<file path="src/qoc_defines.vh">
// Constants for the quad optic control and status sequencer
`ifndef QOC_DEFINES_VH
`define QOC_DEFINES_VH

`define QOC_CLK_MHZ 250
`define QOC_READY_HIGH_MS 55
`define QOC_READY_LOW_MS 35
`define QOC_READY_MAX_MS 100
`define QOC_RST_MIN_US 20
`define QOC_SELFTEST_CYC 16

`define QOC_ADDR_CTRL 8'h00
`define QOC_ADDR_STATUS 8'h04
`define QOC_ADDR_FAULT_LATCH 8'h08
`define QOC_ADDR_FAULT_LIVE 8'h0C

`define QOC_TX_EN_LSB 0
`define QOC_RX_EN_LSB 4
`define QOC_CTRL_RESET 8'hFF

`define QOC_HTRANS_NONSEQ 2'h2
`define QOC_HSIZE_WORD 3'h2
`define QOC_HRESP_OKAY 1'h0

`define QOC_ST_RESET 3'h0
`define QOC_ST_SELFTEST 3'h1
`define QOC_ST_RDY_HIGH 3'h2
`define QOC_ST_RDY_LOW 3'h3
`define QOC_ST_RUN 3'h4

`endif

</file>
<file path="src/qoc_ctrl_status_seq.v">
// Control, status and reset-to-ready sequencer of a quad optical transceiver
`timescale 1ns/100ps
`include "qoc_defines.vh"

module qoc_ctrl_status_seq
#(
   parameter NCH = 4,
   parameter READY_HIGH_CYC = `QOC_READY_HIGH_MS * 1000 * `QOC_CLK_MHZ,
   parameter READY_LOW_CYC = `QOC_READY_LOW_MS * 1000 * `QOC_CLK_MHZ,
   parameter RST_MIN_CYC = `QOC_RST_MIN_US * `QOC_CLK_MHZ,
   parameter SELFTEST_CYC = `QOC_SELFTEST_CYC
)
(
   input wire sys_clk,
   input wire rst,
   input wire supply_good,
   input wire reset_line_in,
   output wire reset_line_out,
   output wire reset_line_oe,
   output reg ready_out,
   input wire tx_global_enable_pin,
   input wire rx_global_enable_pin,
   input wire loss_squelch_enable,
   input wire [NCH-1:0] tx_laser_fault,
   input wire [NCH-1:0] rx_light_raw,
   output wire [NCH-1:0] tx_channel_enable,
   output wire [NCH-1:0] rx_channel_enable,
   output wire [NCH-1:0] rx_data_mute,
   output reg laser_fault_out,
   output reg rx_light_detect_ch0,
   output reg rx_light_detect_ch1,
   output reg rx_light_detect_ch2,
   output reg rx_light_detect_ch3,
   input wire serial_select_n,
   output wire serial_selected,
   input wire hsel,
   input wire [31:0] haddr,
   input wire [1:0] htrans,
   input wire hwrite,
   input wire [2:0] hsize,
   input wire [31:0] hwdata,
   input wire hready,
   output reg [31:0] hrdata,
   output wire hreadyout,
   output wire hresp
);

   localparam CW = 32;
   localparam [2:0] ST_RESET = `QOC_ST_RESET;
   localparam [2:0] ST_SELFTEST = `QOC_ST_SELFTEST;
   localparam [2:0] ST_RDY_HIGH = `QOC_ST_RDY_HIGH;
   localparam [2:0] ST_RDY_LOW = `QOC_ST_RDY_LOW;
   localparam [2:0] ST_RUN = `QOC_ST_RUN;
   localparam [7:0] CTRL_DEFAULT = `QOC_CTRL_RESET;

   // Two-flop synchronisers for all pin inputs except serial_select_n
   reg [4+3*NCH-1:0] sync1_r;
   reg [4+3*NCH-1:0] sync2_r;
   always @(posedge sys_clk)
   begin
      if (rst)
      begin
         sync1_r <= {(4+3*NCH){1'b0}};
         sync2_r <= {(4+3*NCH){1'b0}};
      end
      else
      begin
         sync1_r <= {supply_good, reset_line_in, tx_global_enable_pin,
                     rx_global_enable_pin, tx_laser_fault, rx_light_raw,
                     {NCH{loss_squelch_enable}}};
         sync2_r <= sync1_r;
      end
   end

   wire supply_ok = sync2_r[4+3*NCH-1];
   wire line_high = sync2_r[4+3*NCH-2];
   wire tx_pin = sync2_r[4+3*NCH-3];
   wire rx_pin = sync2_r[4+3*NCH-4];
   wire [NCH-1:0] fault_s = sync2_r[3*NCH-1:2*NCH];
   wire [NCH-1:0] light_s = sync2_r[2*NCH-1:NCH];
   wire squelch_s = sync2_r[0];

   // Enable registers written by software, and the fault latch set by faults and cleared on read
   reg [NCH-1:0] tx_en_reg_r;
   reg [NCH-1:0] rx_en_reg_r;
   reg [NCH-1:0] fault_latch_r;
   reg [NCH-1:0] fault_latch_nxt;

   // Supply monitor drives the shared line low until the supply is good
   assign reset_line_out = 1'b0;
   assign reset_line_oe = ~supply_ok;

   // Low time on the line must reach the minimum to count as a reset
   reg [CW-1:0] low_cnt_r;
   reg line_reset_r;
   always @(posedge sys_clk)
   begin
      if (rst)
      begin
         low_cnt_r <= {CW{1'b0}};
         line_reset_r <= 1'b1;
      end
      else if (line_high)
      begin
         low_cnt_r <= {CW{1'b0}};
         line_reset_r <= 1'b0;
      end
      else
      begin
         if (low_cnt_r < RST_MIN_CYC[CW-1:0])
            low_cnt_r <= low_cnt_r + 1'b1;
         if (low_cnt_r >= RST_MIN_CYC[CW-1:0] - 1'b1)
            line_reset_r <= 1'b1;
      end
   end

   wire any_reset = line_reset_r | ~supply_ok;

   // Reset-to-ready sequencer
   reg [2:0] state_r;
   reg [CW-1:0] cnt_r;
   reg load_defaults_r;
   always @(posedge sys_clk)
   begin
      if (rst)
      begin
         state_r <= ST_RESET;
         cnt_r <= {CW{1'b0}};
         ready_out <= 1'b0;
         load_defaults_r <= 1'b0;
      end
      else if (any_reset)
      begin
         state_r <= ST_RESET;
         cnt_r <= {CW{1'b0}};
         ready_out <= 1'b0;
         load_defaults_r <= 1'b0;
      end
      else
      begin
         load_defaults_r <= 1'b0;
         case (state_r)
            ST_RESET:
            begin
               state_r <= ST_SELFTEST;
               ready_out <= 1'b1;
               cnt_r <= {CW{1'b0}};
            end
            ST_SELFTEST:
            begin
               cnt_r <= cnt_r + 1'b1;
               if (cnt_r == SELFTEST_CYC[CW-1:0] - 1'b1)
               begin
                  load_defaults_r <= 1'b1;
                  // High phase counts from zero after self-test
                  cnt_r <= {CW{1'b0}};
                  state_r <= ST_RDY_HIGH;
               end
            end
            ST_RDY_HIGH:
            begin
               cnt_r <= cnt_r + 1'b1;
               if (cnt_r == READY_HIGH_CYC[CW-1:0] - 1'b1)
               begin
                  ready_out <= 1'b0;
                  cnt_r <= {CW{1'b0}};
                  state_r <= ST_RDY_LOW;
               end
            end
            ST_RDY_LOW:
            begin
               cnt_r <= cnt_r + 1'b1;
               if (cnt_r == READY_LOW_CYC[CW-1:0] - 1'b1)
               begin
                  ready_out <= 1'b1;
                  state_r <= ST_RUN;
               end
            end
            default:
            begin
               ready_out <= 1'b1;
               state_r <= ST_RUN;
            end
         endcase
      end
   end

   wire running = (state_r == ST_RUN);

   // Channel enables
   assign tx_channel_enable = {NCH{tx_pin}} & tx_en_reg_r;
   assign rx_channel_enable = {NCH{rx_pin}} & rx_en_reg_r;
   assign serial_selected = ~serial_select_n;

   // Receive mute: disabled channel or squelch with no light
   assign rx_data_mute = ~rx_channel_enable |
                         ({NCH{squelch_s}} & ~light_s);

   // Live fault of enabled channels, only in ST_RUN once the ready low pulse has ended
   wire [NCH-1:0] fault_live = fault_s & tx_channel_enable & {NCH{running}};

   wire [NCH-1:0] detect = light_s | ~rx_channel_enable;
   always @(posedge sys_clk)
   begin
      if (rst)
      begin
         laser_fault_out <= 1'b0;
         rx_light_detect_ch0 <= 1'b1;
         rx_light_detect_ch1 <= 1'b1;
         rx_light_detect_ch2 <= 1'b1;
         rx_light_detect_ch3 <= 1'b1;
      end
      else
      begin
         laser_fault_out <= |fault_live;
         rx_light_detect_ch0 <= detect[0];
         rx_light_detect_ch1 <= detect[1];
         rx_light_detect_ch2 <= detect[2];
         rx_light_detect_ch3 <= detect[3];
      end
   end

   // AHB-Lite slave, zero wait states
   reg ap_valid_r;
   reg ap_write_r;
   reg [7:0] ap_addr_r;
   wire ap_take = hsel & hready & (htrans == `QOC_HTRANS_NONSEQ);
   assign hreadyout = 1'b1;
   assign hresp = `QOC_HRESP_OKAY;

   function [31:0] rd_mux;
      input [7:0] a;
      begin
         if (a == `QOC_ADDR_CTRL)
            rd_mux = {24'h000000, rx_en_reg_r, tx_en_reg_r};
         else if (a == `QOC_ADDR_STATUS)
            rd_mux = {20'h00000, state_r, ready_out, detect,
                      laser_fault_out, squelch_s, rx_pin, tx_pin};
         else if (a == `QOC_ADDR_FAULT_LATCH)
            rd_mux = {28'h0000000, fault_latch_r};
         else if (a == `QOC_ADDR_FAULT_LIVE)
            rd_mux = {28'h0000000, fault_live};
         else
            rd_mux = 32'h00000000;
      end
   endfunction

   wire rd_latch = ap_take & ~hwrite &
                   (haddr[7:0] == `QOC_ADDR_FAULT_LATCH) &
                   (haddr[31:8] == 24'h000000);

   always @*
   begin
      // Set wins over read clear
      fault_latch_nxt = fault_latch_r;
      if (rd_latch)
         fault_latch_nxt = {NCH{1'b0}};
      fault_latch_nxt = fault_latch_nxt | fault_live;
   end

   always @(posedge sys_clk)
   begin
      if (rst)
      begin
         ap_valid_r <= 1'b0;
         ap_write_r <= 1'b0;
         ap_addr_r <= 8'h00;
         hrdata <= 32'h00000000;
         tx_en_reg_r <= CTRL_DEFAULT[`QOC_TX_EN_LSB +: NCH];
         rx_en_reg_r <= CTRL_DEFAULT[`QOC_RX_EN_LSB +: NCH];
         fault_latch_r <= {NCH{1'b0}};
      end
      else
      begin
         fault_latch_r <= fault_latch_nxt;
         ap_valid_r <= ap_take & (haddr[31:8] == 24'h000000);
         ap_write_r <= hwrite;
         ap_addr_r <= haddr[7:0];
         if (ap_take & ~hwrite & (haddr[31:8] == 24'h000000))
            hrdata <= rd_mux(haddr[7:0]);
         else if (ap_take)
            hrdata <= 32'h00000000;
         if (load_defaults_r)
         begin
            tx_en_reg_r <= CTRL_DEFAULT[`QOC_TX_EN_LSB +: NCH];
            rx_en_reg_r <= CTRL_DEFAULT[`QOC_RX_EN_LSB +: NCH];
         end
         else if (ap_valid_r & ap_write_r & (ap_addr_r == `QOC_ADDR_CTRL))
         begin
            tx_en_reg_r <= hwdata[`QOC_TX_EN_LSB +: NCH];
            rx_en_reg_r <= hwdata[`QOC_RX_EN_LSB +: NCH];
         end
      end
   end

endmodule

</file>
<file path="config.mk">
export PLATFORM = sky130hd
export DESIGN_NAME = qoc_ctrl_status_seq
export DESIGN_NICKNAME = d
export VERILOG_FILES = /design/src/qoc_ctrl_status_seq.v
export VERILOG_INCLUDE_DIRS = /design/src /design/src/src
export SDC_FILE = /design/constraint.sdc
export NUM_CORES = 1
export LEC_CHECK = 0
export BUFFER_PORTS_ARGS = -buffer_cell sky130_fd_sc_hd__buf_2
export CAP_MARGIN = 25
export CORE_MARGIN = 1
export CORE_UTILIZATION = 57
export DETAILED_ROUTE_END_ITERATION = 7
export HOLD_SLACK_MARGIN = 0.03
export PLACE_DENSITY = 0.85
export REMOVE_ABC_BUFFERS = 1
export SETUP_SLACK_MARGIN = 0.3
export SLEW_MARGIN = 20
export SYNTH_ARGS = -nofsm -noshare
export SYNTH_HDL_FRONTEND = slang
export SYNTH_SLANG_ARGS = --single-unit
</file>
<file path="constraint.sdc">
create_clock -name sys_clk -period 7.2 [get_ports sys_clk]
set_clock_uncertainty 0.15 [all_clocks]
set_input_delay 0.72 -clock sys_clk [delete_from_list [all_inputs] [get_ports sys_clk]]
set_output_delay 0.72 -clock sys_clk [all_outputs]
set_load 0.005 [all_outputs]
</file>
==> results.toml, run 1 <==
[timing]
finalSetupViolations = 0
clock.fmax_mhz = 339.0
drv_slew = 0
worst_pin_slew_ns = 0.8499
finalHoldViolCount = 0
holdWs_ns = 0.2487
rsz0062_at_grt = "false"
relSlewSlack_pct = 43.13
fin_crit_ns = 2.950
final.period_utilization_pct = 40.97
fin_setup_tns_ns = 0

[worst_setup_path]
crit_path_start_kind = "input port"
cp.buffers_inverters = 1
cp_top_family = "simple AND/OR/NAND/NOR gates"
critPathMaxFanout = 13
cp_slowest_stage_delay_ns = 0.64
cp_slowest_cell = "nor4_1"
worstPathCellList = "buf_2 > nand4b_1 > nand3b_1 > nor4_1 > nor2b_1 > nand3_1 > a21oi_1"
worstPathRequired_ns = 7.49
crit_type = "in -> reg"
worstPathArrival_ns = 3.24
worstSetupEndpointType = "flop"

[global_routing]
grt_pass1_vias = 4603
grt_max_degree = 64
grtUsageTotal_pct = 26.32
overflow = 0
antenna_found_initial = 0
grt_pass1_wl_um = 21530

[synth]
yosys.area.top_type = "dfxtp_1"
synthArstFlopShare_pct = 0
synthTopCellsByArea = "dfxtp_1, nor2_1, nor2b_1, and2_1, nand2_1"
yosysSeqAreaShare_pct = 46.90
syn_area_per_cell_um2 = 8.799
synthesis.area_um2 = 5763
synth_seq_cells = 135
yosysTopAreaCellShare_pct = 46.90
yosysWarnings = 0
synthCells = 655
synthDistinctLibCells = 50
synth-main-ff-cell = "dfxtp_1"
synth-edff-count = 0

[routing]
ant_nets = 0
routed_wl_um = 13580
vias = 5066
vias_per_cell = 5.724
dr.pass1.iters = 6
drtIter0Drc = 343
wl_per_cell_um = 15.34
drc_errors = 0

[final_layout]
drive_gt1_share_pct = 20.08
final_cell_mix = "dfxtp_1, buf_2, nor2_1, nand2_1, nor2b_1"
seqCellArea_um2 = 2703
fin_nets = 829
antenna_cells = 0
layout_commonest_cell = "dfxtp_1"
fill_cells = 714
multi_input_area_um2 = 2838
area_growth_pct = 18.09

[pwr]
power_frac_seq_pct = 45.6
powerDensity_nw_per_um2 = 246.0
leakagePower_nw = 2.780
p_clk_share_pct = 51.0
p_total_mw = 1.674
p_sw_mw = 0.4079
p_int_mw = 1.266
combPwrFrac_pct = 3.4
vdd_drop_max_mv = 0.1928
swShare_pct = 24.37

[clock_tree]
cts_made_buffers = 17
cts_post_setup_buffers_inserted = 0
cts_max_level = 4
clk_latency_ns = 0.53
ctsHoldBuffers = 0
post_cts_resized = 0
cts_max_path_buffers = 2
cts.sinks = 135
cts_tree = "built"
clkTransAtPathRegs_ns = 0.07
cts_root_buf = "clkbuf_8"

[floorplan]
std_cell_rows = 36
io_pins = 143
die_h_um = 102.6
die_w_um = 102.6
fp.dieArea_um2 = 10520
start_util_pct = 58.96
core-area_um2 = 9774

[worst_hold_path]
hold_path_class = "in -> reg"

[outcome]
status = "completed"

[placed_design]
hpwl_um = 8891
gp_congestion = 0.8540
port_buffers = 92

[job]
maxCapViolations = 0
[final timing paths]
path,depth (start not counted),startpoint,end,slack [ns]
setup / recovery,7,htrans[0],hrdata[9],4.25
hold / removal,2,rx_light_raw[2],sync1_r[6],0.25
setup reg to reg,7,cnt_r[0],cnt_r[28],4.27
hold reg to reg,1,sync1_r[12],sync2_r[12],0.29
[cell families after synthesis]
family                     share of synthesized area [%]
AOI/OAI and AO/OA                                  11.49
xor gates and xnor gates                           1.672
DFF                                                46.90
muxes                                              3.496
adders and majority gates                         0.4341
buffers and inverters                              5.232
and+or+nand+nor                                    30.66
other                                             0.1303
[cell type report]
class	count	share of cell area (%)
clock buffers	17	6.086
inverters	5	0.2758
multi-input cells	484	41.70
clock inverters	15	2.574
flip-flops and latches	135	39.71
repair buffers	96	7.207
well taps	133	2.445
[Yosys cell counts, types with 2 or more instances]
cell type / instances
a31oi_1: 7
clkbuf_1: 28
dfxtp_1: 135
a22oi_1: 11
o21ai_0: 22
nand4b_1: 2
or3_1: 8
a21oi_1: 36
nand2_1: 51
mux2i_1: 10
nor3_1: 16
nor4_1: 20
xnor2_1: 2
nand3_1: 29
nor2_1: 67
and3_1: 16
or4_4: 2
or2_2: 8
buf_4: 23
conb_1: 2
nand4_1: 17
xor2_1: 9
nor2b_1: 37
a41oi_1: 2
nor4_4: 2
ha_1: 2
and4_1: 4
a211oi_1: 3
nand2b_1: 2
or4_1: 7
and2_1: 32
mux4_2: 4
o21a_1: 2
nand3b_1: 3
o21ai_1: 9
inv_1: 5
o311ai_1: 6
o31ai_4: 2
[registers in the layout, indices dropped and copies added, names as in the netlist]
name / flops
tx_en_reg_r: 4
ap_addr_r: 8
sync1_r: 13
laser_fault_out: 1
rx_light_detect_ch2: 1
fault_latch_r: 4
state_r: 3
low_cnt_r: 32
rx_light_detect_ch1: 1
rx_light_detect_ch3: 1
load_defaults_r: 1
rx_light_detect_ch0: 1
line_reset_r: 1
ready_out: 1
ap_valid_r: 1
cnt_r: 32
ap_write_r: 1
rx_en_reg_r: 4
hrdata: 12
sync2_r: 13
[worst reg2reg max path: stages (launching register included)]
cell and delay [ns]:
dfxtp_1 0.40, ha_1 0.21, nand3_1 0.20, or4_4 0.64, nor4_4 0.55, nand2_1 0.14
or4_1 0.42, a21oi_1 0.17
[routing by layer]
metal / part of all wire, % / track usage (%) / wire (µm) / vias to the layer above
li1: - / - / - / 2446
met4: 1.8 / 10.22 / 240 / 0
met3: 7.3 / 6.102 / 994 / 27
met2: 49 / 42.72 / 6626 / 225
met1: 42 / 34.10 / 5714 / 2368
met5: 0 / 0 / 0 / -
[per-stage QoR]
step                cells  cell area [µm²]  util, %  worst slack [ns]
floorplan             624             5559        -             4.431
global placement      853             6216    63.59             3.862
detailed placement    853             6216    63.59             3.805
CTS                   885             6805    69.62             4.281
global route          885             6805    69.62             3.972
finish                885             6805    69.62             4.250
[power groups by stage]
stage | clock network, mW | registers, mW | logic (mW)
after floorplan | 0 | 0.779 | 0.0246
after global placement | 0 | 0.780 | 0.0544
after detailed placement | 0 | 0.780 | 0.0563
after CTS | 0.864 | 0.763 | 0.0572
after global routing | 0.899 | 0.764 | 0.0647
final | 0.853 | 0.764 | 0.0574
No activity file was read; power rests on OpenSTA's default activity.
==> inputs of run 2 (changes only) <==
ABC_AREA = 1   (was unset)
CORE_UTILIZATION = 50   (was 57)
PLACE_DENSITY = 0.77   (was 0.85)
clock period = 2.4 ns   (was 7.2 ns; I/O delays follow)
==> run 2 against run 1 <==
Final area rose by 23%. Setup slack lost 3.8 ns. Worst hold slack gained 0.0029 ns. Flip-flop and latch count unchanged. Register-to-register slack worse by 3.8 ns. Combinational power rose to 4.1 times the previous value. Via count increased by 33%. Clock power rose to 3.1 times the previous value. Total power grew to 3.1 times the previous value. Critical path type unchanged. Critical endpoint is now hrdata[3]. Highest routed layer unchanged.
==> results.toml, run 2 <==
[outcome]
status = "completed"

[job]
maxCapViolations = 0

[routing]
routed_wl_um = 16410
dr.pass1.iters = 5
drtIter0Drc = 468
wl_per_cell_um = 12.04
vias = 6742
drc_errors = 0
ant_nets = 0
vias_per_cell = 4.946

[placed_design]
gp_congestion = 0.9437
port_buffers = 92
hpwl_um = 11150

[timing]
final.period_utilization_pct = 81.06
finalHoldViolCount = 0
clock.fmax_mhz = 514.0
rsz0062_at_grt = "false"
worst_pin_slew_ns = 0.6560
drv_slew = 0
relSlewSlack_pct = 56.22
finalSetupViolations = 0
fin_setup_tns_ns = 0
fin_crit_ns = 1.945

[pwr]
vdd_drop_max_mv = 0.4699
leakagePower_nw = 3.793
powerDensity_nw_per_um2 = 615.9

[worst_setup_path]
cp_slowest_cell = "dlygate4sd3_1"
crit_type = "in -> reg"
critPathMaxFanout = 8
crit_path_start_kind = "input port"
cp_slowest_stage_delay_ns = 0.54
worstPathCellList = "dlygate4sd3_1 > buf_2 > nor2_1 > inv_1 > nor2_2 > nand3_2 > or2_2 > nand3_1 > a21oi_1"
worstSetupEndpointType = "flop"
worstPathArrival_ns = 2.09
worstPathRequired_ns = 2.54

[global_routing]
overflow = 0
grtUsageTotal_pct = 24.20
grt_pass1_vias = 6290
grt_max_degree = 49
grt_pass1_wl_um = 27520
antenna_found_initial = 0

[clock_tree]
cts.sinks = 135
cts_max_path_buffers = 2
cts_post_setup_buffers_inserted = 0
cts_tree = "built"
cts_max_level = 4
clk_latency_ns = 0.43
clkTransAtPathRegs_ns = 0.06
cts_made_buffers = 17
cts_root_buf = "clkbuf_16"

[synth]
synth-main-ff-cell = "dfxtp_1"
synthDistinctLibCells = 36
yosysSeqAreaShare_pct = 39.96
yosysWarnings = 0
synthTopCellsByArea = "dfxtp_1, nand2_1, nor2_1, inv_1, nand3_1"
synthArstFlopShare_pct = 0
synth-edff-count = 0
synthesis.area_um2 = 6763
yosysTopAreaCellShare_pct = 39.96
post-synth-top-count-cell = "nand2_1"
syn_area_per_cell_um2 = 6.490
yosys-top-cells-count = "nand2_1, nor2_1, inv_1, dfxtp_1, nand3_1"
synthCells = 1042
synth_seq_cells = 135
yosys.area.top_type = "dfxtp_1"

[floorplan]
io_pins = 143
start_util_pct = 51.07
die_w_um = 118.3
std_cell_rows = 42
core-area_um2 = 13240
die_h_um = 118.3
fp.dieArea_um2 = 13990

[final_layout]
final_cell_mix = "nand2_1, nor2_1, inv_1, dfxtp_1, buf_2"
antenna_cells = 0
final_util_pct = 62.95
drive_gt1_share_pct = 14.41
area_growth_pct = 23.27
reg.largest.list = "cnt_r: 32 flops, low_cnt_r: 32 flops"
layout_commonest_cell = "nand2_1"
fin_nets = 1264

[worst_hold_path]
hold_path_class = "reg -> reg"
## run 2: repair_timing
item | CTS | global route
endpoints found under the setup margin | 13 | 14
hold endpoints to repair | 35 | 0
hold buffers | 38 | 0
gates resized for setup | 2 | 6
## run 2: worst paths after layout
path	from	endpoint	slack [ns]	depth (start not counted)
max	haddr[1]	hrdata[3]	0.45	9
min	sync1_r[8]	sync2_r[8]	0.25	2
max reg2reg	cnt_r[1]	cnt_r[22]	0.47	8
min reg2reg	sync1_r[8]	sync2_r[8]	0.25	2
## run 2: kinds of logic after synthesis
group,after synthesis,share of synthesized area (%)
buffers and inverters,210,13.14
XOR/XNOR,13,1.684
other,2,0.1110
AND/OR/NAND/NOR,593,37.61
AO/OA/AOI/OAI,87,7.123
flip-flops,135,39.96
adder cells (fa/ha/maj),2,0.3700
## run 2: layout make-up
type	instances	area, µm²
Clock buffer	20	446.7
Inverter	157	590.6
Sequential cell	135	2703
Multi-Input combinational cell	718	3281
Clock inverter	12	142.6
Timing Repair Buffer	145	953.4
Fill cell	1166	4906
Tap cell	176	220.2
## run 2: critical path: cells and delay by family
kind	cells	cell delay, ns
compound gates	1	0.06
buf+inv	3	0.78
simple gates	5	1.01
## run 2: metrics by stage
step | setup slack [ns] | power [mW] | hold WS [ns] | instances | area (µm²)
final | 0.4546 | 5.135 | 0.2516 | 1363 | 8337
after global routing | 0.3134 | 5.298 | 0.2773 | 1363 | 8337
after CTS | 0.3790 | 5.154 | 0.2525 | 1363 | 8312
after detailed placement | 0.06275 | 2.519 | 0.2444 | 1293 | 7337
after global placement | 0.06721 | 2.516 | 0.2384 | 1293 | 7337
after floorplan | 0.2008 | 2.420 | 0.1591 | 1010 | 6544
## run 2: routing by layer
layer	share of wire [%]	global-route usage, %	up-vias
li1	-	-	3467
met1	44	28.60	3025
met2	48	41.99	210
met3	5.6	6.322	40
met4	2.5	8.814	0
met5	0	0	-
## run 2: power breakdown
part	leakage (nW)	internal, mW	switching, mW	total, mW
registers	1.10	2.28	0.0154	2.29
logic	2.42	0.112	0.122	0.233
clock network	0.280	1.57	1.04	2.61
total	3.79	3.96	1.17	5.13
==> inputs of run 3 (changes only) <==
CORE_UTILIZATION = 55   (was 50)
PLACE_DENSITY = 0.8   (was 0.77)
clock period = 1.9 ns   (was 2.4 ns; I/O delays follow)
==> run 3 against run 2 <==
Global-route usage increased by 4.3 points. Total power rose by 32%. Sequential share of layout area is 2.1 points lower. Routed wire length up 16%. Critical path type is now reg -> reg.
==> results.toml, run 3 (same netlist as run 2, synthesis figures left out) <==
[outcome]
status = "completed"

[clock_tree]
cts.sinks = 135
cts_root_buf = "clkbuf_16"
clk_latency_ns = 0.43
clkTransAtPathRegs_ns = 0.06
cts_max_level = 4
cts_max_path_buffers = 2
cts_made_buffers = 17
cts_tree = "built"

[global_routing]
grtUsageMet2_pct = 48.52
grt_pass1_wl_um = 29140
antenna_found_initial = 0
use_met1_pct = 34.66
met3_usage_pct = 6.213
overflow = 0
grt_pass1_vias = 6363
grt_max_degree = 42
grt_busiest_layer = "met2"
grtUsageTotal_pct = 28.51

[worst_setup_path]
crit_path_start_kind = "flop"
worstSetupEndpointType = "flop"
worstPathCellList = "ha_4 > nand2_4 > nor2_4 > buf_4 > nand3_1 > nor2_1 > nand2_2 > nand3_2 > nand3_2 > nor2_2 > nor2_1"
timing.reg2reg.setup_slack_ns = 0.14
r2r_start = "cnt_r[0]"
cp_slowest_cell = "dfxtp_4"
critPathMaxFanout = 4
r2r_cells = 11
cp_slowest_stage_delay_ns = 0.36
worstPathArrival_ns = 1.91
crit_type = "reg -> reg"
r2r_end = "cnt_r[1]"
worstPathRequired_ns = 2.05

[routing]
drtIter0Drc = 536
vias = 7229
vias_per_cell = 5.273
dr.pass1.iters = 5
wl_per_cell_um = 13.86
routed_wl_um = 19010
ant_nets = 0
drc_errors = 0

[pwr]
combPwrFrac_pct = 4.6
p_sw_mw = 1.547
powerDensity_nw_per_um2 = 742.4
p_clk_share_pct = 53.0
leakagePower_nw = 4.219
swShare_pct = 22.76
power_frac_seq_pct = 42.4
p_int_mw = 5.250
vdd_drop_max_mv = 0.7570

[worst_hold_path]
min_to = "tx_en_reg_r[0]"
hold_path_class = "in -> reg"
hold_depth = 3
hold_start = "rst"

[timing]
relSlewSlack_pct = 42.33
worst_pin_slew_ns = 0.8641
finalHoldViolCount = 0
fin_crit_ns = 1.761
clock.fmax_mhz = 567.9
drv_slew = 0
rsz0062_at_grt = "true"
final.period_utilization_pct = 92.67
finalSetupViolations = 0

[final_layout]
reg.largest.list = "cnt_r: 32 flops, low_cnt_r: 32 flops"
area_growth_pct = 35.37
fin_nets = 1301
final_util_pct = 76.22
drive_gt1_share_pct = 27.04
final_cell_mix = "nand2_1, nor2_1, inv_1, dfxtp_1, buf_2"
antenna_cells = 0
layout_commonest_cell = "nand2_1"
final_cells = 1371

[floorplan]
fp.dieArea_um2 = 12740
io_pins = 143
std_cell_rows = 40
die_w_um = 112.9
core-area_um2 = 12010
start_util_pct = 56.30
die_h_um = 112.9

[placed_design]
place_inst = 1278
port_buffers = 92
hpwl_um = 11270
gp_congestion = 0.9297

[job]
maxCapViolations = 0
run 3: cell count changes in the layout (fill, tap and decap cells not counted), moves of 18 or more:
cell     change
dfxtp_1     -33
buf_4       +31
nand3_1     -24
nor2_1      -23
dfxtp_2     +21
nand3_2     +21
nand2_1     -18
run 3: power by group through the flow:
stage	Sequential, mW	Combinational (mW)	Clock, mW
2_1_floorplan	2.95	0.105	0
3_3_place_gp	2.96	0.227	0
3_5_place_dp	2.96	0.232	0
4_1_cts	2.89	0.288	3.61
5_1_grt	2.89	0.347	3.74
6_report	2.88	0.313	3.60
run 3: worst max path at each step:
stage | startpoint | endpoint | slack (ns)
final | cnt_r[0] | cnt_r[1] | 0.14
after global routing | state_r[0] | cnt_r[1] | 0.02
after global placement | cnt_r[0] | cnt_r[22] | 0.07
after floorplan | state_r[2] | cnt_r[22] | -0.30
after detailed placement | cnt_r[0] | cnt_r[20] | 0.06
after CTS | cnt_r[5] | cnt_r[20] | 0.20
run 3: repair_timing:
item / 4_1_cts / 5_1_grt
hold endpoints to repair: 33 / 0
hold buffers: 34 / 0
resized for setup: 70 / 107
pin swaps: 15 / 41
setup endpoints to repair: 47 / 65
setup buffers: 14 / 9
cloned: 2 / 2
run 3: worst max-delay path: cells and delay by family, from the launching register on:
kind | cells | cell delay (ns)
flops | 1 | 0.36
buf+inv | 1 | 0.13
fa+ha+maj | 1 | 0.16
simple gates | 9 | 0.82
run 3: layer usage:
| metal | up-vias | routed length, µm |
|---|---|---|
| li1 | 3543 | - |
| met1 | 3327 | 7743 |
| met2 | 301 | 9518 |
| met3 | 58 | 1137 |
| met4 | 0 | 607 |
| met5 | - | 0 |
run 3: cell type report:
class | instances | area (µm²)
Sequential cell | 135 | 2774
Tap cell | 147 | 183.9
Timing Repair Buffer | 180 | 1236
Fill cell | 841 | 2856
Clock buffer | 18 | 429.2
Multi-Input combinational cell | 720 | 3727
Clock inverter | 14 | 214.0
Inverter | 157 | 590.6
run 3: metrics by stage:
stage	cell area [µm²]	total power, mW	hold slack [ns]	setup slack (ns)	TNS (ns)
after detailed placement	7406	3.188	0.2416	0.05975	0
final	9155	6.797	0.04873	0.1392	0
after CTS	8735	6.787	0.04528	0.1983	0
after global routing	9155	6.975	0.07238	0.01795	0
after global placement	7406	3.182	0.2393	0.07392	0
after floorplan	6544	3.057	0.1091	-0.2992	-2.827
